File: config.mk
export PLATFORM = sky130hd
export DESIGN_NAME = lcd_frame_clock
export DESIGN_NICKNAME = d
export VERILOG_FILES = /design/src/rtl/lcd_timing_pkg.sv /design/src/rtl/edge_divider.sv /design/src/rtl/frame_divider.sv /design/src/rtl/lcd_frame_clock.sv
export SDC_FILE = /design/constraint.sdc
export NUM_CORES = 1
export LEC_CHECK = 0
export BUFFER_PORTS_ARGS = -buffer_cell sky130_fd_sc_hd__buf_2
export CAP_MARGIN = 20
export CORE_MARGIN = 2
export CORE_UTILIZATION = 50
export DETAILED_ROUTE_END_ITERATION = 12
export PLACE_DENSITY = 0.77
export SYNTH_ARGS = -nofsm -noshare
export SYNTH_HDL_FRONTEND = slang
export SYNTH_HIERARCHICAL = 1
export SYNTH_SLANG_ARGS = --single-unit
File: constraint.sdc
create_clock -name aclk -period 2.2 [get_ports aclk]
set_clock_uncertainty 0.1 [all_clocks]
set_input_delay 0.22 -clock aclk [delete_from_list [all_inputs] [get_ports aclk]]
set_output_delay 0.22 -clock aclk [all_outputs]
set_load 0.01 [all_outputs]
File: src/rtl/lcd_timing_pkg.sv
package lcd_timing_pkg;

  // ----------------------------------------
  // Register map (printed offsets are not multiples of four: index * 4)
  // ----------------------------------------
  localparam logic [7:0] idx_display_ctrl = 8'h13;
  localparam logic [7:0] idx_duty_clock_ctrl = 8'h14;
  localparam logic [7:0] idx_segment_port_select = 8'h15;
  localparam logic [7:0] idx_timer_mode = 8'h08;
  localparam logic [7:0] idx_status = 8'h30;
  localparam logic [9:0] addr_display_ctrl = {idx_display_ctrl, 2'b00};
  localparam logic [9:0] addr_duty_clock_ctrl = {idx_duty_clock_ctrl, 2'b00};
  localparam logic [9:0] addr_segment_port_select = {idx_segment_port_select, 2'b00};
  localparam logic [9:0] addr_timer_mode = {idx_timer_mode, 2'b00};
  localparam logic [9:0] addr_status = {idx_status, 2'b00};

  // ----------------------------------------
  // Field positions and reset values
  // ----------------------------------------
  localparam int disp_blank_bit = 0;
  localparam int disp_power_bit = 1;
  localparam int disp_watch_bit = 2;
  localparam int timer_a_mode_bit3_pos = 3;
  localparam logic [2:0] display_ctrl_reset = 3'h0;
  localparam logic [3:0] duty_clock_ctrl_reset = 4'h0;
  localparam logic [3:0] segment_port_select_reset = 4'h0;
  localparam logic [3:0] timer_mode_reset = 4'h0;

  // ----------------------------------------
  // Division ratios
  // ----------------------------------------
  localparam int div_osc_clk0 = 64;
  localparam int div_cyc_clk1 = 256;
  localparam int div_cyc_clk2 = 2048;
  localparam int div_cyc_clk3 = 4096;
  localparam int div_osc_clk3 = 512;

  // Cycle clock period and its length in aclk cycles (10 MHz)
  localparam int cycle_time_ns = 2000;
  localparam int aclk_period_ns = 100;
  localparam int cyc_div_cycles = (cycle_time_ns + aclk_period_ns - 1) / aclk_period_ns;

  // Duty and clock selection codes
  typedef enum logic [1:0] {
    duty_quarter = 2'b00,
    duty_third = 2'b01,
    duty_half = 2'b10,
    duty_static = 2'b11
  } duty_e;

  typedef enum logic [1:0] {
    sel_osc_div64 = 2'b00,
    sel_cyc_div256 = 2'b01,
    sel_cyc_div2048 = 2'b10,
    sel_fourth = 2'b11
  } clk_sel_e;

  localparam logic [1:0] axi_okay = 2'b00;
  localparam logic [1:0] axi_slverr = 2'b10;

endpackage

File: src/rtl/edge_divider.sv
`timescale 1ns/1ps
// Counts input ticks and pulses once every ratio ticks
module edge_divider
  import lcd_timing_pkg::*;
#(
  parameter int ratio = 4
) (
  input wire logic aclk,
  input wire logic aresetn,
  input wire logic tick_in,
  output logic tick_out
);

  localparam int cw = (ratio > 1) ? $clog2(ratio) : 1;
  localparam logic [cw-1:0] last = cw'(ratio - 1);

  logic [cw-1:0] count_r;

  // ----------------------------------------
  // Ratio counter
  // ----------------------------------------
  always_ff @(posedge aclk) begin
    if (!aresetn) begin
      count_r <= '0;
      tick_out <= 1'b0;
    end else begin
      tick_out <= 1'b0;
      if (tick_in) begin
        if (count_r == last) begin
          count_r <= '0;
          tick_out <= 1'b1;
        end else begin
          count_r <= count_r + 1'b1;
        end
      end
    end
  end

endmodule

File: src/rtl/frame_divider.sv
`timescale 1ns/1ps
// Divides the selected LCD clock tick by the duty's common count
module frame_divider
  import lcd_timing_pkg::*;
(
  input wire logic aclk,
  input wire logic aresetn,
  input wire logic lcd_tick,
  input wire logic [1:0] duty,
  output logic frame_tick,
  output logic [1:0] common_index
);

  logic [1:0] last;

  // Last common index for each duty
  always_comb begin
    unique case (duty)
      duty_quarter: last = 2'd3;
      duty_third: last = 2'd2;
      duty_half: last = 2'd1;
      default: last = 2'd0;
    endcase
  end

  // ----------------------------------------
  // Common phase counter
  // ----------------------------------------
  always_ff @(posedge aclk) begin
    if (!aresetn) begin
      common_index <= 2'd0;
      frame_tick <= 1'b0;
    end else begin
      frame_tick <= 1'b0;
      if (lcd_tick) begin
        if (common_index >= last) begin
          common_index <= 2'd0;
          frame_tick <= 1'b1;
        end else begin
          common_index <= common_index + 2'd1;
        end
      end
    end
  end

endmodule

File: src/rtl/lcd_frame_clock.sv
// Our own choice: the AXI4-Lite slave port.
`timescale 1ns/1ps
// How it works
// - Frame rate is LCD clock for static, half for 1/2, third for 1/3 duty.
// - With timer-A mode bit three clear, fourth clock is cycle clock over 4096.
// - With timer-A mode bit three set, fourth clock is oscillator over 512.
// - Segment port select register is write-only; reads return zero.
// - Each select bit turns one 4-bit port into four segment lines.
// - Duty/clock register: bits 1:0 duty, bits 3:2 LCD clock source.
// - Power switch bit closes divider power switch; clearing opens it.
module lcd_frame_clock
  import lcd_timing_pkg::*;
(
  input wire logic aclk,
  input wire logic aresetn,
  input wire logic osc_32k,
  input wire logic [3:0] general_port_out,
  input wire logic [15:0] segment_drive,
  input wire logic [31:0] s_axi_awaddr,
  input wire logic s_axi_awvalid,
  output logic s_axi_awready,
  input wire logic [31:0] s_axi_wdata,
  input wire logic [3:0] s_axi_wstrb,
  input wire logic s_axi_wvalid,
  output logic s_axi_wready,
  output logic [1:0] s_axi_bresp,
  output logic s_axi_bvalid,
  input wire logic s_axi_bready,
  input wire logic [31:0] s_axi_araddr,
  input wire logic s_axi_arvalid,
  output logic s_axi_arready,
  output logic [31:0] s_axi_rdata,
  output logic [1:0] s_axi_rresp,
  output logic s_axi_rvalid,
  input wire logic s_axi_rready,
  output logic lcd_clk_tick,
  output logic frame_tick,
  output logic [1:0] common_index,
  output logic power_switch_on,
  output logic display_on,
  output logic watch_display_on,
  output logic [15:0] segment_line,
  output logic [3:0] segment_port_enable
);

  // ----------------------------------------
  // Registers and internal signals
  // ----------------------------------------
  logic [2:0] display_ctrl_r;
  logic [3:0] duty_clock_ctrl_r;
  logic [3:0] segment_port_select_r;
  logic [3:0] timer_mode_r;
  logic osc_meta_r;
  logic osc_sync_r;
  logic osc_prev_r;
  logic osc_rise;
  logic [$clog2(cyc_div_cycles)-1:0] cyc_count_r;
  logic cyc_tick_r;
  logic tick_osc64, tick_cyc256, tick_cyc2048, tick_cyc4096, tick_osc512;
  logic fourth_tick;
  logic sel_tick;
  logic frame_pulse;
  logic [1:0] common_next;
  logic aw_held_r, w_held_r;
  logic [9:0] aw_addr_r;
  logic [31:0] w_data_r;
  logic [3:0] w_strb_r;
  logic do_write;
  logic [31:0] read_word;
  logic read_ok;

  // Exact 10-bit address match for register decode
  function automatic logic word_hit(input logic [9:0] addr, input logic [9:0] target);
    return addr == target;
  endfunction

  // ----------------------------------------
  // Oscillator pin synchroniser and edge detect
  // ----------------------------------------
  always_ff @(posedge aclk) begin
    if (!aresetn) begin
      osc_meta_r <= 1'b0;
      osc_sync_r <= 1'b0;
      osc_prev_r <= 1'b0;
    end else begin
      osc_meta_r <= osc_32k;
      osc_sync_r <= osc_meta_r;
      osc_prev_r <= osc_sync_r;
    end
  end

  assign osc_rise = osc_sync_r & ~osc_prev_r;

  // ----------------------------------------
  // Cycle clock: one tick per instruction cycle
  // ----------------------------------------
  always_ff @(posedge aclk) begin
    if (!aresetn) begin
      cyc_count_r <= '0;
      cyc_tick_r <= 1'b0;
    end else begin
      cyc_tick_r <= 1'b0;
      if (cyc_count_r == ($clog2(cyc_div_cycles))'(cyc_div_cycles - 1)) begin
        cyc_count_r <= '0;
        cyc_tick_r <= 1'b1;
      end else begin
        cyc_count_r <= cyc_count_r + 1'b1;
      end
    end
  end

  // ----------------------------------------
  // LCD clock candidates
  // ----------------------------------------
  edge_divider #(.ratio(div_osc_clk0)) u_osc64 (
    .aclk(aclk),
    .aresetn(aresetn),
    .tick_in(osc_rise),
    .tick_out(tick_osc64)
  );

  edge_divider #(.ratio(div_cyc_clk1)) u_cyc256 (
    .aclk(aclk),
    .aresetn(aresetn),
    .tick_in(cyc_tick_r),
    .tick_out(tick_cyc256)
  );

  edge_divider #(.ratio(div_cyc_clk2)) u_cyc2048 (
    .aclk(aclk),
    .aresetn(aresetn),
    .tick_in(cyc_tick_r),
    .tick_out(tick_cyc2048)
  );

  edge_divider #(.ratio(div_cyc_clk3)) u_cyc4096 (
    .aclk(aclk),
    .aresetn(aresetn),
    .tick_in(cyc_tick_r),
    .tick_out(tick_cyc4096)
  );

  edge_divider #(.ratio(div_osc_clk3)) u_osc512 (
    .aclk(aclk),
    .aresetn(aresetn),
    .tick_in(osc_rise),
    .tick_out(tick_osc512)
  );

  // Fourth option source picked by the timer-A mode bit
  assign fourth_tick = timer_mode_r[timer_a_mode_bit3_pos] ? tick_osc512 : tick_cyc4096;

  // LCD clock source select
  always_comb begin
    unique case (clk_sel_e'(duty_clock_ctrl_r[3:2]))
      sel_osc_div64: sel_tick = tick_osc64;
      sel_cyc_div256: sel_tick = tick_cyc256;
      sel_cyc_div2048: sel_tick = tick_cyc2048;
      sel_fourth: sel_tick = fourth_tick;
    endcase
  end

  // ----------------------------------------
  // Frame divider by duty
  // ----------------------------------------
  frame_divider u_frame (
    .aclk(aclk),
    .aresetn(aresetn),
    .lcd_tick(sel_tick),
    .duty(duty_clock_ctrl_r[1:0]),
    .frame_tick(frame_pulse),
    .common_index(common_next)
  );

  // Timing outputs registered
  always_ff @(posedge aclk) begin
    if (!aresetn) begin
      lcd_clk_tick <= 1'b0;
      frame_tick <= 1'b0;
      common_index <= 2'd0;
    end else begin
      lcd_clk_tick <= sel_tick;
      frame_tick <= frame_pulse;
      common_index <= common_next;
    end
  end

  // ----------------------------------------
  // Display control outputs
  // ----------------------------------------
  always_ff @(posedge aclk) begin
    if (!aresetn) begin
      power_switch_on <= 1'b0;
      display_on <= 1'b0;
      watch_display_on <= 1'b0;
    end else begin
      power_switch_on <= display_ctrl_r[disp_power_bit];
      display_on <= display_ctrl_r[disp_blank_bit];
      watch_display_on <= display_ctrl_r[disp_watch_bit];
    end
  end

  // Port/segment selection per nibble; blanked segments read as zero
  always_ff @(posedge aclk) begin
    if (!aresetn) begin
      segment_line <= 16'h0000;
      segment_port_enable <= 4'h0;
    end else begin
      segment_port_enable <= segment_port_select_r;
      for (int i = 0; i < 4; i++) begin
        if (segment_port_select_r[i]) begin
          segment_line[i*4 +: 4] <= display_ctrl_r[disp_blank_bit] ? segment_drive[i*4 +: 4] : 4'h0;
        end else begin
          segment_line[i*4 +: 4] <= {4{general_port_out[i]}};
        end
      end
    end
  end

  // ----------------------------------------
  // AXI4-Lite write channel
  // ----------------------------------------
  assign do_write = aw_held_r & w_held_r & ~s_axi_bvalid;

  always_ff @(posedge aclk) begin
    if (!aresetn) begin
      aw_held_r <= 1'b0;
      w_held_r <= 1'b0;
      aw_addr_r <= 10'h000;
      w_data_r <= 32'h00000000;
      w_strb_r <= 4'h0;
      s_axi_awready <= 1'b0;
      s_axi_wready <= 1'b0;
      s_axi_bvalid <= 1'b0;
      s_axi_bresp <= axi_okay;
    end else begin
      s_axi_awready <= ~aw_held_r & ~s_axi_awready & s_axi_awvalid;
      s_axi_wready <= ~w_held_r & ~s_axi_wready & s_axi_wvalid;
      if (s_axi_awvalid && s_axi_awready) begin
        aw_held_r <= 1'b1;
        aw_addr_r <= s_axi_awaddr[9:0];
      end
      if (s_axi_wvalid && s_axi_wready) begin
        w_held_r <= 1'b1;
        w_data_r <= s_axi_wdata;
        w_strb_r <= s_axi_wstrb;
      end
      if (do_write) begin
        aw_held_r <= 1'b0;
        w_held_r <= 1'b0;
        s_axi_bvalid <= 1'b1;
        s_axi_bresp <= (word_hit(aw_addr_r, addr_display_ctrl) || word_hit(aw_addr_r, addr_duty_clock_ctrl) ||
                        word_hit(aw_addr_r, addr_segment_port_select) || word_hit(aw_addr_r, addr_timer_mode) ||
                        word_hit(aw_addr_r, addr_status)) ? axi_okay : axi_slverr;
      end else if (s_axi_bvalid && s_axi_bready) begin
        s_axi_bvalid <= 1'b0;
      end
    end
  end

  // Register storage, low byte lane only
  always_ff @(posedge aclk) begin
    if (!aresetn) begin
      display_ctrl_r <= display_ctrl_reset;
      duty_clock_ctrl_r <= duty_clock_ctrl_reset;
      segment_port_select_r <= segment_port_select_reset;
      timer_mode_r <= timer_mode_reset;
    end else if (do_write && w_strb_r[0]) begin
      if (word_hit(aw_addr_r, addr_display_ctrl)) display_ctrl_r <= w_data_r[2:0];
      if (word_hit(aw_addr_r, addr_duty_clock_ctrl)) duty_clock_ctrl_r <= w_data_r[3:0];
      if (word_hit(aw_addr_r, addr_segment_port_select)) segment_port_select_r <= w_data_r[3:0];
      if (word_hit(aw_addr_r, addr_timer_mode)) timer_mode_r <= w_data_r[3:0];
    end
  end

  // ----------------------------------------
  // AXI4-Lite read channel
  // ----------------------------------------
  // Write-only registers read as zero; status shows live state
  always_comb begin
    read_word = 32'h00000000;
    read_ok = 1'b1;
    if (word_hit(s_axi_araddr[9:0], addr_status)) begin
      read_word = {24'h000000, 1'b0, power_switch_on, common_index, segment_port_enable};
    end else if (word_hit(s_axi_araddr[9:0], addr_segment_port_select) ||
                 word_hit(s_axi_araddr[9:0], addr_display_ctrl) ||
                 word_hit(s_axi_araddr[9:0], addr_duty_clock_ctrl) ||
                 word_hit(s_axi_araddr[9:0], addr_timer_mode)) begin
      read_word = 32'h00000000;
    end else begin
      read_ok = 1'b0;
    end
  end

  always_ff @(posedge aclk) begin
    if (!aresetn) begin
      s_axi_arready <= 1'b0;
      s_axi_rvalid <= 1'b0;
      s_axi_rdata <= 32'h00000000;
      s_axi_rresp <= axi_okay;
    end else begin
      s_axi_arready <= ~s_axi_arready & ~s_axi_rvalid & s_axi_arvalid;
      if (s_axi_arvalid && s_axi_arready) begin
        s_axi_rvalid <= 1'b1;
        s_axi_rdata <= read_word;
        s_axi_rresp <= read_ok ? axi_okay : axi_slverr;
      end else if (s_axi_rvalid && s_axi_rready) begin
        s_axi_rvalid <= 1'b0;
      end
    end
  end

endmodule

==> results of run 1 <==
-- kinds of logic (layout without fill, tap and decap cells) --
group | after synthesis | after routing
multiplexers | 22 | 22
flip-flops | 133 | 133
AND/OR/NAND/NOR | 248 | 248
XOR/XNOR | 20 | 20
buffers and inverters | 65 | 214
adder cells (fa/ha/maj) | 10 | 10
AO/OA/AOI/OAI | 100 | 100
other | 1 | 27
-- path summary, 6_finish.rpt --
kind | start | endpoint | slack (ns) | cells after the start
max | s_axi_araddr[0] | s_axi_rresp[1] | 0.17 | 6
min | s_axi_araddr[3] | s_axi_rdata[0] | 0.05 | 3
max reg2reg | cyc_tick_r | u_cyc4096/count_r[2] | 0.36 | 3
min reg2reg | osc_meta_r | osc_sync_r | 0.33 | 1
-- synth_stat cells (2+ instances only) --
master,count,area [sq um]
xnor2_1,5,43.8
nand4_2,4,50.1
nor4_2,2,25.0
ha_1,10,125
and3b_1,2,17.5
inv_1,21,78.8
a211oi_1,2,15.0
nor2b_1,4,25.0
mux2i_1,19,190
or4_1,8,60.1
buf_2,2,10.0
nand3_2,3,30.0
nand2_1,77,289
and2_1,11,68.8
o21ai_0,17,85.1
o21a_1,2,15.0
nand3_1,33,165
nand4_1,17,106
o31ai_1,7,52.6
nand3b_1,4,30.0
xor2_1,15,131
a21oi_2,2,17.5
nand4_4,2,42.5
a21oi_1,49,245
or3_1,11,68.8
a22o_1,7,61.3
o211ai_1,2,15.0
buf_4,29,218
nor2_1,39,146
nor3_1,7,35.0
and3_1,6,37.5
a211o_1,2,17.5
clkbuf_1,8,30.0
buf_1,3,11.3
dfxtp_1,133,2660
nand2b_1,9,56.3
-- worst max-delay path, stage by stage --
cell and delay, ns:
dlygate4sd3_1 0.53, buf_2 0.12, nor4_2 0.19, dlygate4sd3_1 0.62, a31oi_1 0.08, dlygate4sd3_1 0.56
-- per-layer routing --
layer	GRT usage [%]	vias up
met1	23.2	2292
li1	-	2378
met5	0	-
met3	5.57	25
met2	40.6	153
met4	9.67	0
-- state kept, by name (all words and copies together), names as in the netlist, 3 cells and up --
register and cells:
duty_clock_ctrl_r 4, w_data_r 4, u_cyc256/count_r 8, segment_line 16, s_axi_rdata 7, cyc_count_r 5, u_osc64/count_r 6, display_ctrl_r 3
aw_addr_r 10, segment_port_enable 4, segment_port_select_r 4, u_cyc2048/count_r 11, u_osc512/count_r 9, u_cyc4096/count_r 12
-- cell type report --
| cell class | instances | area, sq um | share of cell area (%) |
|---|---|---|---|
| multi-input cells | 427 | 2640 | 35.9 |
| well taps | 140 | 175 | 2.38 |
| inverters | 22 | 82.6 | 1.12 |
| clock inverters | 12 | 228 | 3.10 |
| flip-flops and latches | 133 | 2660 | 36.2 |
| clock buffers | 19 | 432 | 5.87 |
| repair buffers | 161 | 1130 | 15.4 |
-- timing repair --
| action | in CTS | in global routing |
|---|---|---|
| gates resized for setup | 0 | 0 |
| hold endpoints to repair | 47 | 0 |
| endpoints found under the setup margin | 0 | 0 |
| hold buffers | 62 | 0 |
| setup buffers | 0 | 0 |
-- stage by stage --
step | util, % | hold WS, ns | instance area (sq um)
floorplan | - | 0.236 | 5660
global placement | 56.0 | 0.315 | 6070
detailed placement | 56.0 | 0.319 | 6070
CTS | 67.8 | 0.0197 | 7350
global route | 67.8 | 0.0454 | 7350
finish | 67.8 | 0.0469 | 7350
-- power groups by stage --
stage	combinational, W	sequential [W]	clock (W)
floorplan	0.000165	0.00254	0
global route	0.000369	0.00249	0.00325
detailed placement	0.000243	0.00253	0
finish	0.000337	0.00248	0.00311
global placement	0.000234	0.00253	0
CTS	0.000325	0.00248	0.00313
==> flow_metrics.py, run 1 <==
metrics = {
    "detailed_routing": {
        "top_layer": "met4",
        "vias": 4848,
        "vias_per_cell": 5.30,
        "drcViolationCount": 0,
        "wl_met3_um": 681,
        "met1_length_mm": 5.40,
        "drtPass1Iterations": 5,
        "wl_met2_mm": 6.77,
        "wire_per_inst_um": 14.4,
        "drt.antenna.violating_nets": 0,
        "routed_wl_mm": 13.1,
        "drt-initial-drc-count": 365,
    },
    "yosys": {
        "syn_area_sq_um": 5570,
        "synth_enable_flop_cells": 0,
        "synth_compound_area_share_pct": 11.7,
        "synth_xor_area_share_pct": 3.15,
        "synth_fa_ha_area_share_pct": 2.25,
        "synth_flop_cell": "dfxtp_1",
        "muxShareOfSynthArea_pct": 4.23,
        "avgSynthCellArea_sq_um": 9.29,
        "ys_ff_latch": 133,
        "ys_types": 61,
        "synth_cells": 599,
        "ys.warnings.count": 6,
        "synth_top_family_by_area": "simple AND/OR/NAND/NOR gates",
        "synth-simple-area-share_pct": 24.3,
        "async_flop_share_pct": 0,
        "synth_seq_area_share_pct": 47.8,
    },
    "grt": {
        "grt_pass1_vias": 4733,
        "grt_max_degree": 29,
        "grt_pass1_wl_mm": 20.7,
        "gr-usage-all-layers_pct": 21.9,
        "grt_overflow": 0,
        "antenna_found_initial": 0,
    },
    "power_and_ir_drop": {
        "power_w": 0.00593,
        "pwr-share-comb_pct": 5.7,
        "leakagePower_nw": 3.15,
        "clkPwrFrac_pct": 52.5,
        "powerDensity_nw_per_um2": 807,
        "p_sw_w": 0.00122,
        "intPower_w": 0.00471,
        "power.share.sequential_pct": 41.9,
        "ir_drop_uv": 453,
        "switching_share_pct": 20.6,
    },
    "timing": {
        "tightest_slew_ns": 0.590,
        "setup_viol": 0,
        "period_needed_ns": 2.03,
        "max_freq_ghz": 0.493,
        "setup_ws_ns": 0.171,
        "tns_ns": 0,
        "finalHoldViolations": 0,
        "period_share_pct": 92.2,
        "grt_setup_unrepaired": "no",
        "max-slew-margin-rel_pct": 60.2,
        "slew_violations": 0,
    },
    "floorplan": {
        "coreArea_sq_um": 10800,
        "floorplan.initialDensity_pct": 51.3,
        "io_pins": 196,
        "die_area_sq_um": 12000,
        "die_w_um": 110,
        "rows": 38,
        "die_h_um": 110,
    },
    "worst_setup_path": {
        "arrival_ns": 2.33,
        "path_class": "input pin to flip-flop",
        "worstPathRequired_ns": 2.50,
        "end_kind": "flip-flop",
        "path_max_fanout": 2,
        "start_kind": "input pin",
    },
    "layout": {
        "finalNonFillerCells": 914,
        "layout.nets": 900,
        "fillers": 761,
        "layout_commonest_cell": "dfxtp_1",
        "final_cell_mix": "133 x dfxtp_1, 93 x buf_2, 77 x nand2_1",
        "syn_to_final_growth_pct": 32.1,
        "antennaDiodeCount": 0,
        "drive_gt1_share_pct": 20.0,
    },
    "clocking": {
        "tritoncts": "built",
        "insertion_delay_ns": 0.52,
        "clk_pin_slew_ns": 0.06,
        "cts_made_buffers": 17,
        "cts.path.max_buffers": 2,
        "cts-htree-levels": 4,
        "cts_sinks": 133,
        "root_buffer": "clkbuf_8",
    },
    "place": {
        "dpl.cell_count": 821,
        "numPortBuffers": 93,
        "hpwl_mm": 8.05,
        "routabilityCongestion": 0.881,
        "place_ws_ns": 0.359,
    },
    "hold_path": {
        "hold_class": "input pin to flip-flop",
    },
    "run_status": {
        "status": "finished, final reports clean",
    },
    "run": {
        "maxCapViolations": 0,
    },
}
No activity file was read; power rests on OpenSTA's default activity.
==> inputs of run 2 (changes only) <==
--- a/config.mk
+++ b/config.mk
@@ -5,12 +5,12 @@
 export SDC_FILE = /design/constraint.sdc
 export NUM_CORES = 1
 export LEC_CHECK = 0
-export BUFFER_PORTS_ARGS = -buffer_cell sky130_fd_sc_hd__buf_2
 export CAP_MARGIN = 20
 export CORE_MARGIN = 2
-export CORE_UTILIZATION = 50
+export CORE_UTILIZATION = 60
 export DETAILED_ROUTE_END_ITERATION = 12
-export PLACE_DENSITY = 0.77
+export DONT_BUFFER_PORTS = 1
+export PLACE_DENSITY = 0.73
 export SYNTH_ARGS = -nofsm -noshare
 export SYNTH_HDL_FRONTEND = slang
 export SYNTH_HIERARCHICAL = 1
==> run 2 against run 1 <==
- sequential power is essentially flat
- final cell count down 13%
- wire length is 6.4% lower
- flip-flop and latch count did not move
- count of clock-buffer cells in the layout shrank 1
- register-to-register slack got worse by 0.08 ns
- power decreased by 8.9%
- first-iteration DRC count shrank 52%
- die area fell by 16%
- worst setup slack worse by 0.035 ns
==> flow_metrics.py, run 2 (synthesis gave the netlist of run 1 again) <==
metrics = {
    "run_status": {
        "status": "finished, final reports clean",
    },
    "worst_setup_path": {
        "r2r_start": "s_axi_arready",
        "worst_r2r_path_depth": 5,
        "crit_chain": "dlygate4sd3_1 > buf_12 > inv_2 > nor2_1 > a22o_1 > dlygate4sd3_1",
        "path_max_fanout": 53,
        "start_kind": "input pin",
        "crit_start": "aresetn",
        "path_class": "input pin to flip-flop",
        "cp_common_cell": "dlygate4sd3_1",
        "cp_slowest_stage_delay_ns": 0.60,
        "slowest_stage": "dlygate4sd3_1",
        "arrival_ns": 2.41,
        "reg2reg_to": "s_axi_rdata[0]",
        "end_kind": "flip-flop",
        "worstPathRequired_ns": 2.55,
        "reg2reg_slack_ns": 0.28,
    },
    "detailed_routing": {
        "drt.antenna.violating_nets": 0,
        "wire_per_inst_um": 15.4,
        "drt-initial-drc-count": 176,
        "vias_per_cell": 5.76,
        "drtPass1Iterations": 5,
        "drcViolationCount": 0,
        "routed_wl_mm": 12.3,
        "vias": 4597,
    },
    "clocking": {
        "cts_made_buffers": 17,
        "root_buffer": "clkbuf_8",
        "insertion_delay_ns": 0.51,
        "tritoncts": "built",
        "clk_pin_slew_ns": 0.06,
        "post-cts-setup-buffers": 0,
        "cts-htree-levels": 4,
        "cts_sinks": 133,
        "cts.path.max_buffers": 2,
    },
    "timing": {
        "finalHoldViolations": 0,
        "period_share_pct": 93.8,
        "max-slew-margin-rel_pct": 61.4,
        "setup_viol": 0,
        "slew_violations": 0,
        "grt_setup_unrepaired": "no",
        "max_freq_ghz": 0.485,
        "period_needed_ns": 2.06,
        "tightest_slew_ns": 0.573,
        "tns_ns": 0,
    },
    "grt": {
        "grt_max_degree": 54,
        "grt_overflow": 0,
        "antenna_found_initial": 0,
        "grt_pass1_wl_mm": 20.2,
        "gr-usage-all-layers_pct": 25.1,
        "grt_pass1_vias": 4485,
    },
    "layout": {
        "final_cell_mix": "133 x dfxtp_1, 77 x nand2_1, 67 x dlygate4sd3_1",
        "largest_register": "segment_line",
        "top_regs": "segment_line (16), u_cyc4096/count_r (12), u_cyc2048/count_r (11)",
        "layout.nets": 812,
        "layout_commonest_cell": "dfxtp_1",
        "antennaDiodeCount": 0,
        "largest_reg_flops": 16,
        "syn_to_final_growth_pct": 22.6,
        "post-route-util_pct": 74.9,
        "drive_gt1_share_pct": 9.02,
    },
    "hold_path": {
        "hold_class": "input pin to flip-flop",
        "worst_hold_path.endpoint": "s_axi_rdata[2]",
        "min_from": "s_axi_araddr[9]",
        "hold-path-cell-count": 4,
    },
    "power_and_ir_drop": {
        "leakagePower_nw": 2.75,
        "powerDensity_nw_per_um2": 793,
        "ir_drop_uv": 612,
    },
    "place": {
        "numPortBuffers": 0,
        "hpwl_mm": 7.22,
        "routabilityCongestion": 0.774,
    },
    "run": {
        "maxCapViolations": 0,
    },
    "floorplan": {
        "die_w_um": 100,
        "rows": 35,
        "coreArea_sq_um": 9110,
        "die_area_sq_um": 10100,
        "die_h_um": 100,
        "floorplan.initialDensity_pct": 61.1,
        "io_pins": 196,
    },
}
[run 2: changes by cell type in the layout (fill, tap and decap cells not counted), sizes merged]
| cell | change |
|---|---|
| buf | -94 |
| inv | +6 |
| bufinv | -5 |
| dlygate4sd3 | +5 |
| clkbuf | -1 |
| clkinvlp | +1 |
| dlymetal6s4s | +1 |
[run 2: timing repair]
action / in CTS / in global routing
hold buffers: 69 / 0
endpoints found under the setup margin: 0 / 5
endpoints found under the hold margin: 130 / 0
gates resized for setup: 0 / 1
[run 2: final cells by class]
class	count	area, sq um
inverters	22	82.6
flip-flops and latches	133	2660
clock inverters	14	143
fillers	596	2290
multi-input cells	427	2640
repair buffers	73	733
clock buffers	18	418
well taps	111	139
[run 2: where the power goes]
group          total, W  switching, W  leakage, nW  internal [W]
clock network   0.00265       0.00112        0.271       0.00153
registers       0.00250     0.0000458         1.08       0.00245
logic          0.000263      0.000135         1.40      0.000128
total           0.00541       0.00130         2.75       0.00411
[run 2: layer usage]
metal  part of all wire, %  global-route usage, %
met5                     0                      0
met2                    50                   43.1
met3                   6.4                   7.31
met1                    40                   28.0
met4                   3.0                   13.4
[run 2: worst max path at each step]
stage,slack [ns],to
floorplan,0.45,u_frame/common_index[1]
global placement,0.36,u_frame/common_index[1]
detailed placement,0.35,u_frame/common_index[1]
CTS,0.1,s_axi_rdata[1]
global route,0.03,s_axi_rdata[0]
finish,0.14,s_axi_rdata[0]
[run 2: per-stage QoR]
stage	cell area [sq um]	hold WS, ns	cells	setup WS [ns]	total power, W
4_1_cts	6820	0.000879	798	0.0955	0.00543
6_report	6820	0.0359	798	0.137	0.00541
5_1_grt	6820	0.0399	798	0.0263	0.00559
3_3_place_gp	5560	0.240	697	0.358	0.00268
3_5_place_dp	5560	0.245	697	0.350	0.00269
2_1_floorplan	5660	0.236	625	0.449	0.00270
[run 2: worst max-delay path, delay by kind of cell]
family          cells  cell delay (ns)
compound gates      1             0.21
buf+inv             4             1.59
simple gates        1             0.38
==> inputs of run 3 (changes only) <==
==> constraint.sdc (replaced) <==
create_clock -name aclk -period 2.2 [get_ports aclk]
set_clock_uncertainty 0.1 [all_clocks]
set_input_delay 0.55 -clock aclk [delete_from_list [all_inputs] [get_ports aclk]]
set_output_delay 0.55 -clock aclk [all_outputs]
set_load 0.01 [all_outputs]
==> run 3 against run 2 <==
- sequential power hardly changed
- cell area down 10%
- utilization down 7.7 points
==> flow_metrics.py, run 3 (synthesis gave the netlist of run 1 again) <==
metrics = {
    "run_status": {
        "status": "finished, final reports clean",
    },
    "floorplan": {
        "io_pins": 196,
        "die_h_um": 100,
        "die_area_sq_um": 10100,
        "floorplan.initialDensity_pct": 61.1,
        "rows": 35,
        "coreArea_sq_um": 9110,
        "die_w_um": 100,
    },
    "clocking": {
        "cts-htree-levels": 4,
        "ctsResizeCount": 0,
        "post-cts-setup-buffers": 0,
        "clk_pin_slew_ns": 0.07,
        "root_buffer": "clkbuf_8",
        "cts-hold-fix-buffers": 0,
        "cts.path.max_buffers": 2,
        "insertion_delay_ns": 0.52,
        "cts_made_buffers": 17,
        "tritoncts": "built",
        "cts_sinks": 133,
    },
    "detailed_routing": {
        "routed_wl_mm": 10.4,
        "vias_per_cell": 5.71,
        "drt.antenna.violating_nets": 0,
        "vias": 4166,
        "wire_per_inst_um": 14.3,
        "drcViolationCount": 0,
        "drt-initial-drc-count": 103,
        "drtPass1Iterations": 5,
    },
    "power_and_ir_drop": {
        "powerDensity_nw_per_um2": 864,
        "pwr-share-comb_pct": 2.7,
        "p_sw_w": 0.00132,
        "leakagePower_nw": 2.41,
        "clkPwrFrac_pct": 50.1,
        "ir_drop_uv": 494,
        "intPower_w": 0.00396,
        "power.share.sequential_pct": 47.3,
        "switching_share_pct": 25.1,
    },
    "layout": {
        "largest_register": "segment_line",
        "layout_commonest_cell": "dfxtp_1",
        "fillers": 726,
        "antennaDiodeCount": 0,
        "regArea_sq_um": 2660,
        "syn_to_final_growth_pct": 9.94,
        "largest_reg_flops": 16,
        "final_cell_mix": "133 x dfxtp_1, 77 x nand2_1, 49 x a21oi_1",
        "top_regs": "segment_line (16), u_cyc4096/count_r (12), u_cyc2048/count_r (11)",
        "drive_gt1_share_pct": 10.0,
        "finalNonFillerCells": 729,
        "post-route-util_pct": 67.2,
        "layout.nets": 743,
        "multi_input_area_sq_um": 2640,
    },
    "worst_setup_path": {
        "slowest_stage": "mux4_2",
        "end_kind": "flip-flop",
        "critical_path.top_delay_family": "multiplexers",
        "arrival_ns": 2.19,
        "crit_chain": "mux2_1 > mux4_2 > nand3b_1 > a211oi_1 > o31a_1",
        "path_class": "flip-flop to flip-flop",
        "cp_slowest_stage_delay_ns": 0.54,
        "worstPathRequired_ns": 2.51,
        "start_kind": "flip-flop",
        "path_max_fanout": 6,
        "crit_buf_inv": 0,
        "reg2reg_slack_ns": 0.32,
    },
    "timing": {
        "slew_violations": 0,
        "finalHoldViolations": 0,
        "period_needed_ns": 1.88,
        "grt_setup_unrepaired": "no",
        "tightest_slew_ns": 0.588,
        "max-slew-margin-rel_pct": 60.3,
        "tns_ns": 0,
        "max_freq_ghz": 0.531,
        "period_share_pct": 85.6,
        "setup_viol": 0,
    },
    "place": {
        "hpwl_mm": 7.31,
        "dpl.cell_count": 697,
        "routabilityCongestion": 0.781,
        "numPortBuffers": 0,
    },
    "run": {
        "maxCapViolations": 0,
    },
    "grt": {
        "grt_pass1_wl_mm": 17.2,
        "gr-usage-all-layers_pct": 21.1,
        "antenna_found_initial": 0,
        "grt_max_degree": 58,
        "grt_pass1_vias": 3950,
        "grt_overflow": 0,
    },
    "hold_path": {
        "hold_class": "input pin to flip-flop",
    },
}
==> run 3: cell types whose count changed in the layout (fill, tap and decap cells not counted), sizes merged <==
cell / before / now
inv: 28 / 35
buf: 5 / 4
clkinv: 5 / 0
dlymetal6s4s: 1 / 0
bufinv: 1 / 0
clkbuf: 18 / 17
dlygate4sd3: 67 / 0
==> run 3: routing by layer <==
layer / track usage, % / vias up / routed length [um]
li1: - / 2077 / -
met1: 24.7 / 1952 / 4400
met2: 35.9 / 125 / 5220
met3: 6.55 / 12 / 627
met4: 8.54 / 0 / 150
met5: 0 / - / 0
==> run 3: cell type report <==
type	instances	area share, %
clock buffer	17	6.77
tap	111	2.27
multi-input combinational	427	43.2
timing repair buffer	4	0.491
clock inverter	15	2.39
sequential	133	43.5
inverter	22	1.35
==> run 3: metrics by stage <==
step | cell area, sq um | total power (W) | hold slack [ns] | worst slack (ns)
2_1_floorplan | 5660 | 0.00270 | 0.304 | 0.449
3_3_place_gp | 5560 | 0.00268 | 0.314 | 0.379
3_5_place_dp | 5560 | 0.00269 | 0.317 | 0.349
4_1_cts | 6120 | 0.00533 | 0.0276 | 0.328
5_1_grt | 6120 | 0.00547 | 0.0247 | 0.211
6_report | 6120 | 0.00528 | 0.0424 | 0.317
==> run 3: worst paths after layout <==
check / start / depth (start not counted) / end
worst min register to register: display_ctrl_r[2] / 2 / watch_display_on
worst max register to register: timer_mode_r[3] / 5 / u_frame/common_index[1]
worst max-delay path: timer_mode_r[3] / 5 / u_frame/common_index[1]
worst min-delay path: s_axi_awvalid / 2 / s_axi_awready
==> run 3: power by group through the flow <==
stage | clock (W) | sequential, W | combinational, W
6_report | 0.00265 | 0.00250 | 0.000141
5_1_grt | 0.00281 | 0.00250 | 0.000165
4_1_cts | 0.00269 | 0.00250 | 0.000142
3_5_place_dp | 0 | 0.00255 | 0.000140
3_3_place_gp | 0 | 0.00255 | 0.000134
2_1_floorplan | 0 | 0.00254 | 0.000165
